$ cat config.mk
export PLATFORM = sky130hd
export DESIGN_NAME = dtmf_rx_digit_latch
export DESIGN_NICKNAME = d
export VERILOG_FILES = /design/src/hdl/dlr_pkg.sv /design/src/hdl/dlr_qual_timer.sv /design/src/hdl/dlr_sticky_flag.sv /design/src/hdl/dtmf_rx_digit_latch.sv
export VERILOG_INCLUDE_DIRS = /design/src /design/src/hdl
export SDC_FILE = /design/constraint.sdc
export NUM_CORES = 1
export LEC_CHECK = 0
export CAP_MARGIN = 20
export CORE_UTILIZATION = 65
export CTS_BUF_LIST = sky130_fd_sc_hd__clkbuf_4 sky130_fd_sc_hd__clkbuf_8
export CTS_CLUSTER_SIZE = 40
export DETAILED_ROUTE_END_ITERATION = 8
export DONT_BUFFER_PORTS = 1
export PLACE_DENSITY = 0.81
export SYNTH_ARGS = -nofsm -noshare
export SYNTH_HDL_FRONTEND = slang
export SYNTH_HIERARCHICAL = 1
export SYNTH_SLANG_ARGS = --single-unit
$ cat constraint.sdc
create_clock -name mclk -period 5.41 [get_ports mclk]
set_clock_uncertainty 0.1 [all_clocks]
set_input_delay 0.8115 -clock mclk [delete_from_list [all_inputs] [get_ports mclk]]
set_output_delay 0.8115 -clock mclk [all_outputs]
set_load 0.05 [all_outputs]
$ cat src/hdl/dlr_cfg.svh
`ifndef DLR_CFG_SVH
`define DLR_CFG_SVH

// ****************************************************************
// Clock and guard timing
// ****************************************************************
// Clock rate in MHz
`define DLR_CLK_MHZ        125
// Guard time, tone present, in microseconds
`define DLR_GTP_US         30000
// Guard time, tone absent, in microseconds
`define DLR_GTA_US         30000
// Guard counts in clock cycles
`define DLR_GTP_CYC        (`DLR_GTP_US * `DLR_CLK_MHZ)
`define DLR_GTA_CYC        (`DLR_GTA_US * `DLR_CLK_MHZ)

// ****************************************************************
// Register byte offsets
// ****************************************************************
`define DLR_OFF_RXDATA     12'h000
`define DLR_OFF_STATUS     12'h004
`define DLR_OFF_MASK       12'h008
`define DLR_OFF_CTRL       12'h00c
`define DLR_OFF_LEVEL      12'h010

// ****************************************************************
// Field positions and reset values
// ****************************************************************
// Status and mask bits
`define DLR_ST_NEWDIG      0
`define DLR_ST_TONEEND     1
`define DLR_ST_REJECT      2
`define DLR_ST_W           3
// Control bit, control and mask reset values
`define DLR_CTRL_EN        0
`define DLR_CTRL_RST       1'h1
`define DLR_MASK_RST       3'h0
// Live level bits
`define DLR_LV_EARLY       0
`define DLR_LV_DELAYED     1
`define DLR_LV_GUARD       2

`endif

$ cat src/hdl/dlr_pkg.sv
package dlr_pkg;

  // Digit qualification states
  typedef enum logic [1:0] {
    IDLE,
    PRESENT_WAIT,
    LATCHED,
    ABSENT_WAIT
  } dlr_state_type;

  // Four-bit decoded digit
  typedef logic [3:0] dlr_digit_type;

endpackage

$ cat src/hdl/dlr_qual_timer.sv
`timescale 1ns/1ps

// ****************************************************************
// Guard timer: done once run has held for CYCLES cycles
// ****************************************************************
module dlr_qual_timer #(
  parameter int unsigned CYCLES = 4
) (
  input  wire logic mclk,
  input  wire logic rst,
  input  wire logic run,
  output logic      done
);

  logic [31:0] cnt_r;

  // Count while run holds, stop at CYCLES - 1, restart when it drops
  always_ff @(posedge mclk or posedge rst) begin
    if (rst) begin
      cnt_r <= 32'h0;
    end else if (!run) begin
      cnt_r <= 32'h0;
    end else if (cnt_r != CYCLES - 32'h1) begin
      cnt_r <= cnt_r + 32'h1;
    end
  end

  // Expiry flag, high in the last cycle of the guard span
  assign done = run && (cnt_r == CYCLES - 32'h1);

endmodule

$ cat src/hdl/dlr_sticky_flag.sv
`timescale 1ns/1ps

// ****************************************************************
// Sticky event flag, set wins over clear
// ****************************************************************
module dlr_sticky_flag (
  input  wire logic mclk,
  input  wire logic rst,
  input  wire logic set,
  input  wire logic clr,
  output logic      flag
);

  logic flag_r;

  // Hold until cleared; a same-cycle set keeps it high
  always_ff @(posedge mclk or posedge rst) begin
    if (rst) begin
      flag_r <= 1'b0;
    end else begin
      flag_r <= set | (flag_r & ~clr);
    end
  end

  assign flag = flag_r;

endmodule

$ cat src/hdl/dtmf_rx_digit_latch.sv
// Functional notes
// - Short tone burst: no latch, no digit
// - Qualified tone: latch decoded digit code
// - After tone end, digit held until next
// - Short dropout keeps tone and digit
// - Early flag follows raw tone detection
// - Receive register holds four-bit code
// - New digit raises irq; status access clears
// - Accept 40 ms tones, reject 20 ms
//
// Chosen here: the register offsets and the APB interface to the registers.
`timescale 1ns/1ps
`include "dlr_cfg.svh"

module dtmf_rx_digit_latch #(
  parameter int unsigned GUARD_PRESENT_CYC = `DLR_GTP_CYC,
  parameter int unsigned GUARD_ABSENT_CYC  = `DLR_GTA_CYC
) (
  input  wire logic        mclk,
  input  wire logic        rst,
  // Tone detector front end
  input  wire logic        toneValid,
  input  wire logic [3:0]  toneCode,
  // Steering and data outputs
  output logic             earlyToneFlag,
  output logic             steerGuardPin,
  output logic             delayedSteer,
  output logic [3:0]       rxDigitBits,
  output logic             newDigitIrq,
  // APB slave
  input  wire logic [11:0] paddr,
  input  wire logic        psel,
  input  wire logic        penable,
  input  wire logic        pwrite,
  input  wire logic [31:0] pwdata,
  output logic [31:0]      prdata,
  output logic             pready,
  output logic             pslverr
);

  // ****************************************************************
  // Declarations
  // ****************************************************************
  dlr_pkg::dlr_state_type  state_r;
  dlr_pkg::dlr_state_type  state_nxt;
  dlr_pkg::dlr_digit_type  digit_r;

  logic                    early_r;
  logic                    delayed_r;
  logic                    guard_r;
  logic [31:0]             prdata_r;
  logic                    ctrlEn_r;
  logic [`DLR_ST_W-1:0]    mask_r;

  logic                    toneIn;
  logic                    presentRun;
  logic                    absentRun;
  logic                    presentDone;
  logic                    absentDone;

  logic                    evNewDigit;
  logic                    evToneEnd;
  logic                    evReject;

  logic                    setupPh;
  logic                    accessPh;
  logic                    wrAcc;
  logic                    rdAcc;
  logic                    addrHit;
  logic [`DLR_ST_W-1:0]    stSet;
  logic [`DLR_ST_W-1:0]    stClr;
  logic [`DLR_ST_W-1:0]    status;

  // ****************************************************************
  // Tone input gating
  // ****************************************************************
  // Receiver disabled by software looks like silence
  assign toneIn = toneValid & ctrlEn_r;

  // Early steering follows the raw detection with no guard
  always_ff @(posedge mclk or posedge rst) begin
    if (rst) begin
      early_r <= 1'b0;
    end else begin
      early_r <= toneIn;
    end
  end

  // ****************************************************************
  // Guard timers
  // ****************************************************************
  // Present guard runs while a new tone is being qualified
  assign presentRun = (state_r == dlr_pkg::PRESENT_WAIT) && toneIn;

  // Absent guard runs while a latched tone is missing
  assign absentRun = (state_r == dlr_pkg::ABSENT_WAIT) && !toneIn;

  // Guard span sits between the reject and accept durations
  dlr_qual_timer #(
    .CYCLES (GUARD_PRESENT_CYC)
  ) u_present_timer (
    .mclk (mclk),
    .rst  (rst),
    .run  (presentRun),
    .done (presentDone)
  );

  // Absent guard also decides what counts as a dropout
  dlr_qual_timer #(
    .CYCLES (GUARD_ABSENT_CYC)
  ) u_absent_timer (
    .mclk (mclk),
    .rst  (rst),
    .run  (absentRun),
    .done (absentDone)
  );

  // ****************************************************************
  // Digit qualification state machine
  // ****************************************************************
  // Next state from tone level and guard expiry
  always_comb begin
    state_nxt = state_r;
    unique case (state_r)
      dlr_pkg::IDLE: begin
        if (toneIn) begin
          state_nxt = dlr_pkg::PRESENT_WAIT;
        end
      end
      dlr_pkg::PRESENT_WAIT: begin
        if (!toneIn) begin
          state_nxt = dlr_pkg::IDLE;
        end else if (presentDone) begin
          state_nxt = dlr_pkg::LATCHED;
        end
      end
      dlr_pkg::LATCHED: begin
        if (!toneIn) begin
          state_nxt = dlr_pkg::ABSENT_WAIT;
        end
      end
      dlr_pkg::ABSENT_WAIT: begin
        if (toneIn) begin
          state_nxt = dlr_pkg::LATCHED;
        end else if (absentDone) begin
          state_nxt = dlr_pkg::IDLE;
        end
      end
    endcase
  end

  // State register
  always_ff @(posedge mclk or posedge rst) begin
    if (rst) begin
      state_r <= dlr_pkg::IDLE;
    end else begin
      state_r <= state_nxt;
    end
  end

  // ****************************************************************
  // Events
  // ****************************************************************
  // Tone qualified: new digit enters the receive register
  assign evNewDigit = (state_r == dlr_pkg::PRESENT_WAIT) && toneIn && presentDone;

  // Tone absence qualified: end of digit
  assign evToneEnd = (state_r == dlr_pkg::ABSENT_WAIT) && !toneIn && absentDone;

  // Burst dropped before its guard ran out
  assign evReject = (state_r == dlr_pkg::PRESENT_WAIT) && !toneIn;

  // ****************************************************************
  // Receive data register
  // ****************************************************************
  // Only a qualified tone loads the code; otherwise it holds
  always_ff @(posedge mclk or posedge rst) begin
    if (rst) begin
      digit_r <= 4'h0;
    end else if (evNewDigit) begin
      digit_r <= toneCode;
    end
  end

  // Four-bit code straight from the register
  assign rxDigitBits = digit_r;

  // ****************************************************************
  // Steering outputs
  // ****************************************************************
  // Delayed steer rises on present guard, falls on absent guard
  always_ff @(posedge mclk or posedge rst) begin
    if (rst) begin
      delayed_r <= 1'b0;
    end else if (evNewDigit) begin
      delayed_r <= 1'b1;
    end else if (evToneEnd) begin
      delayed_r <= 1'b0;
    end
  end

  // Guard pin high while presence is timed or held
  always_ff @(posedge mclk or posedge rst) begin
    if (rst) begin
      guard_r <= 1'b0;
    end else begin
      guard_r <= (state_nxt == dlr_pkg::PRESENT_WAIT) ||
                 (state_nxt == dlr_pkg::LATCHED);
    end
  end

  assign earlyToneFlag = early_r;
  assign delayedSteer  = delayed_r;
  assign steerGuardPin = guard_r;

  // ****************************************************************
  // APB decode
  // ****************************************************************
  // Zero wait states: every access completes in its first cycle
  assign setupPh  = psel && !penable;
  assign accessPh = psel && penable;
  assign wrAcc    = accessPh && pwrite;
  assign rdAcc    = accessPh && !pwrite;
  assign pready   = 1'b1;

  // Known word offsets
  assign addrHit = (paddr == `DLR_OFF_RXDATA) ||
                   (paddr == `DLR_OFF_STATUS) ||
                   (paddr == `DLR_OFF_MASK)   ||
                   (paddr == `DLR_OFF_CTRL)   ||
                   (paddr == `DLR_OFF_LEVEL);

  // Unmapped address answers with an error
  assign pslverr = accessPh && !addrHit;

  // ****************************************************************
  // Interrupt status
  // ****************************************************************
  // Hardware events set the sticky bits
  assign stSet[`DLR_ST_NEWDIG]  = evNewDigit;
  assign stSet[`DLR_ST_TONEEND] = evToneEnd;
  assign stSet[`DLR_ST_REJECT]  = evReject;

  // Write one clears; any status read clears the new digit bit
  always_comb begin
    stClr = '0;
    if (wrAcc && (paddr == `DLR_OFF_STATUS)) begin
      stClr = pwdata[`DLR_ST_W-1:0];
    end
    if (rdAcc && (paddr == `DLR_OFF_STATUS)) begin
      stClr[`DLR_ST_NEWDIG] = 1'b1;
    end
  end

  // One sticky cell for each event
  genvar gi;
  generate
    for (gi = 0; gi < `DLR_ST_W; gi++) begin : g_status
      dlr_sticky_flag u_flag (
        .mclk (mclk),
        .rst  (rst),
        .set  (stSet[gi]),
        .clr  (stClr[gi]),
        .flag (status[gi])
      );
    end
  endgenerate

  // Level interrupt from unmasked status
  assign newDigitIrq = |(status & mask_r);

  // ****************************************************************
  // Writable registers
  // ****************************************************************
  // Interrupt mask
  always_ff @(posedge mclk or posedge rst) begin
    if (rst) begin
      mask_r <= `DLR_MASK_RST;
    end else if (wrAcc && (paddr == `DLR_OFF_MASK)) begin
      mask_r <= pwdata[`DLR_ST_W-1:0];
    end
  end

  // Receiver enable
  always_ff @(posedge mclk or posedge rst) begin
    if (rst) begin
      ctrlEn_r <= `DLR_CTRL_RST;
    end else if (wrAcc && (paddr == `DLR_OFF_CTRL)) begin
      ctrlEn_r <= pwdata[`DLR_CTRL_EN];
    end
  end

  // ****************************************************************
  // Read data
  // ****************************************************************
  // Captured in the setup cycle, held through the access cycle
  always_ff @(posedge mclk or posedge rst) begin
    if (rst) begin
      prdata_r <= 32'h0;
    end else if (setupPh && !pwrite) begin
      prdata_r <= 32'h0;
      unique case (paddr)
        `DLR_OFF_RXDATA: begin
          prdata_r[3:0] <= digit_r;
        end
        `DLR_OFF_STATUS: begin
          prdata_r[`DLR_ST_W-1:0] <= status;
        end
        `DLR_OFF_MASK: begin
          prdata_r[`DLR_ST_W-1:0] <= mask_r;
        end
        `DLR_OFF_CTRL: begin
          prdata_r[`DLR_CTRL_EN] <= ctrlEn_r;
        end
        `DLR_OFF_LEVEL: begin
          prdata_r[`DLR_LV_EARLY]   <= early_r;
          prdata_r[`DLR_LV_DELAYED] <= delayed_r;
          prdata_r[`DLR_LV_GUARD]   <= guard_r;
        end
        default: begin
          prdata_r <= 32'h0;
        end
      endcase
    end
  end

  assign prdata = prdata_r;

endmodule

==> flow_summary.yaml <==
critical_path:
  reg2reg_to: "rxDigitBits[1]"
  crit_fanout: 9
  critPathArrivalTime_ns: 2.19
  critPathKind: "in -> out"
  required_ns: 4.50
  r2r_slack_ns: 2.62
  worstRegToRegCells: 6
  startpoint_type: "primary input"
  regToRegStartpoint: "ctrlEn_r"
  end_kind: "output port"
routing:
  final_antenna_net_count: 0
  viasPerCell: 6.316
  initialDrtViolationCount: 224
  wire_per_inst_um: 16.32
  vias: 3783
  dr.pass1.iters: 5
  routed.top_layer: "met4"
  drc: 0
  drt-met1-wl_um: 4264
  wl_met2_um: 5025
  wl_um: 9778
  wl_met3_um: 328
synthesis:
  synthMuxAreaShare: 0.04619
  synth_top_family_by_area: "simple AND/OR/NAND/NOR gates"
  synth_compound_area_frac: 0.1186
  synth_area_um2: 4876
  syn_area_per_cell_um2: 9.655
  synth_fa_ha_area_frac: 0.007185
  synth_edf_count: 0
  synth_cell_types: 62
  synthXorXnorAreaFrac: 0.03593
  ys_seq_elements: 84
  yosys.area_share.simple: 0.2753
  synth-main-ff-cell: "dfrtp_1"
  synth_warnings: 6
  synthArstFlopShare: 1.000
  yosysSeqAreaShare: 0.4314
  syn_inst: 505
final_layout:
  drive_gt1_frac: 0.09000
  seqCellArea_um2: 2103
  nets: 551
  stdcell_area_um2: 5010
  areaGrowthSynthToFinish_pct: 2.746
  multi_input_area_um2: 2465
  final_cells: 599
  n_fill_cell: 556
  n_antenna_cell: 0
cts:
  cts_buffers: 9
  clk_path_buf_depth: 2
  cts.sinks: 84
  htreeDepth: 3
  cts_setup_buffers: 0
  cts_tree: "done"
  cts_hold_buf: 0
  clock_latency_ns: 0.36
  cts.repair.resized: 0
  cts-root-buf: "clkbuf_8"
  path_clk_slew_ns: 0.09
power_and_ir_drop:
  power_leakage_nw: 2.029
  ir_worst_vdd_mv: 0.1326
  p_per_area_nw_per_um2: 236.9
placed_design:
  dp.cells: 583
  hpwl_um: 6832
  port_buffers: 0
  place_congestion: 0.8350
  postPlaceCellArea_um2: 4790
die:
  io_pins: 96
  core_area_um2: 7253
  die_area_um2: 7852
  fp.dieW_um: 88.61
  rows: 31
  start_util: 0.6722
  die_y_um: 88.61
sta:
  fin_crit_sh: 0.5733
  fin_setup_tns_ns: 0
  hold_viol_final: 0
  min_period_ns: 3.101
  drv_slew: 0
  rsz0062_at_grt: "false"
  setup_violations: 0
  fin_hold_ws_ns: 0.05547
  tightest_slew_ns: 1.061
  fmax_mhz: 322.4
  relSlewSlack: 0.2952
global_routing:
  antenna_found_initial: 0
  track_usage: 0.2746
  grt_start_max_net_pins: 33
  grt_first_pass_wirelength_um: 16430
  grt_pass1_vias: 3428
  overflow: 0
status:
  status: "complete, no violations"
job:
  drv_cap: 0
min_path:
  hold_class: "in -> async"
## Yosys cell counts, types with 2 or more instances
master     n  area, um^2
and3_2     2       15.01
nand2b_1   9       56.30
nor4_2     2       25.02
nand3_2    2       20.02
or3_1      9       56.30
nor4_4     2       42.54
mux2_2     5       56.30
inv_1     21       78.83
or4_1     22       165.2
clkbuf_1  10       37.54
nor4_1     8       50.05
or3_4      2       22.52
nand2_1   32       120.1
ha_1       2       25.02
o31ai_1   23       172.7
dfrtp_1   83        2077
nor4b_1    2       17.52
nor2_1    25       93.84
nor3_1     5       25.02
a21oi_1   34       170.2
buf_6      2       22.52
and2_1     3       18.77
nand4_1   20       125.1
and4_1    14       122.6
a22o_1     3       26.28
o21ai_0   16       80.08
buf_4     31       232.7
o31a_1     2       17.52
xnor2_1    6       52.55
and3_1    16       100.1
buf_2      6       30.03
a21o_1     3       22.52
nand3_1   24       120.1
conb_1     2       7.510
xor2_1    14       122.6
mux2i_1    9       90.09
a211oi_1   4       30.03
mux2_4     3       45.04
a31oi_1    4       25.02
## cell usage in the layout, fill, tap and decap left out, types with 6 or more instances in the layout
cell,Yosys,routed
o21ai_0,16,16
dfrtp_1,83,83
o31ai_1,23,23
nand4_1,20,20
mux2i_1,9,9
and3_1,16,16
nand3_1,24,24
and4_1,14,14
or3_1,9,9
nor4_1,8,8
inv_1,21,21
xnor2_1,6,6
nand2_1,32,32
or4_1,22,22
xor2_1,14,14
conb_1,2,29
a21oi_1,34,34
clkbuf_8,0,9
nor2_1,25,25
nand2b_1,9,9
## report_power, final
part,total [mW],internal (mW),switching [mW]
Combinational,0.0665,0.00535,0.0611
Sequential,0.627,0.627,0.0000998
Clock,0.493,0.265,0.228
Total,1.19,0.898,0.289
## kinds of logic (layout without fill, tap and decap cells)
family / count (synthesis) / in the layout
xor+xnor: 20 / 20
simple gates: 212 / 212
fa+ha+maj: 3 / 3
compound gates: 93 / 93
buf+inv: 72 / 40
flops: 84 / 84
other cells: 2 / 29
mux: 19 / 19
## stage by stage
step	utilization	power, mW	setup WS [ns]
after global placement	0.6603	0.7060	2.296
final	0.6907	1.187	2.309
after detailed placement	0.6603	0.7065	2.308
after CTS	0.6907	1.198	2.314
after global routing	0.6907	1.232	2.278
after floorplan	-	0.7193	2.062
## sequential cells by signal, indices dropped and copies added, names as in the netlist, 2 cells and up
signal / cells
u_absent_timer/cnt_r: 32
u_present_timer/cnt_r: 32
prdata: 4
rxDigitBits: 4
g_status.u_flag/flag: 3
mask_r: 3
state_r: 2
## worst max path at each step
stage / startpoint / end / slack (ns) / cells past startpoint
6_report: paddr[3] / pslverr / 2.31 / 4
3_5_place_dp: toneValid / delayedSteer / 2.31 / 6
2_1_floorplan: paddr[2] / pslverr / 2.06 / 5
3_3_place_gp: toneValid / delayedSteer / 2.30 / 6
4_1_cts: paddr[3] / pslverr / 2.31 / 4
5_1_grt: paddr[3] / pslverr / 2.28 / 4
## routing by layer
| layer | track usage | vias to the layer above |
|---|---|---|
| li1 | - | 1805 |
| met1 | 0.3470 | 1892 |
| met2 | 0.4650 | 70 |
| met3 | 0.05690 | 16 |
| met4 | 0.1056 | 0 |
| met5 | 0 | - |
## area by class of cell
type | instances | area share
repair buffers | 2 | 0.002997
inverters | 22 | 0.01648
well taps | 99 | 0.02473
clock buffers | 10 | 0.02622
flip-flops and latches | 84 | 0.4198
multi-input cells | 376 | 0.4920
clock inverters | 6 | 0.01773
## critical path: stages
cell     delay, ns
nor2_1        0.06
and3_1        0.21
or2_2         0.27
a21oi_1       0.84
(Power assumes the default switching activity.)
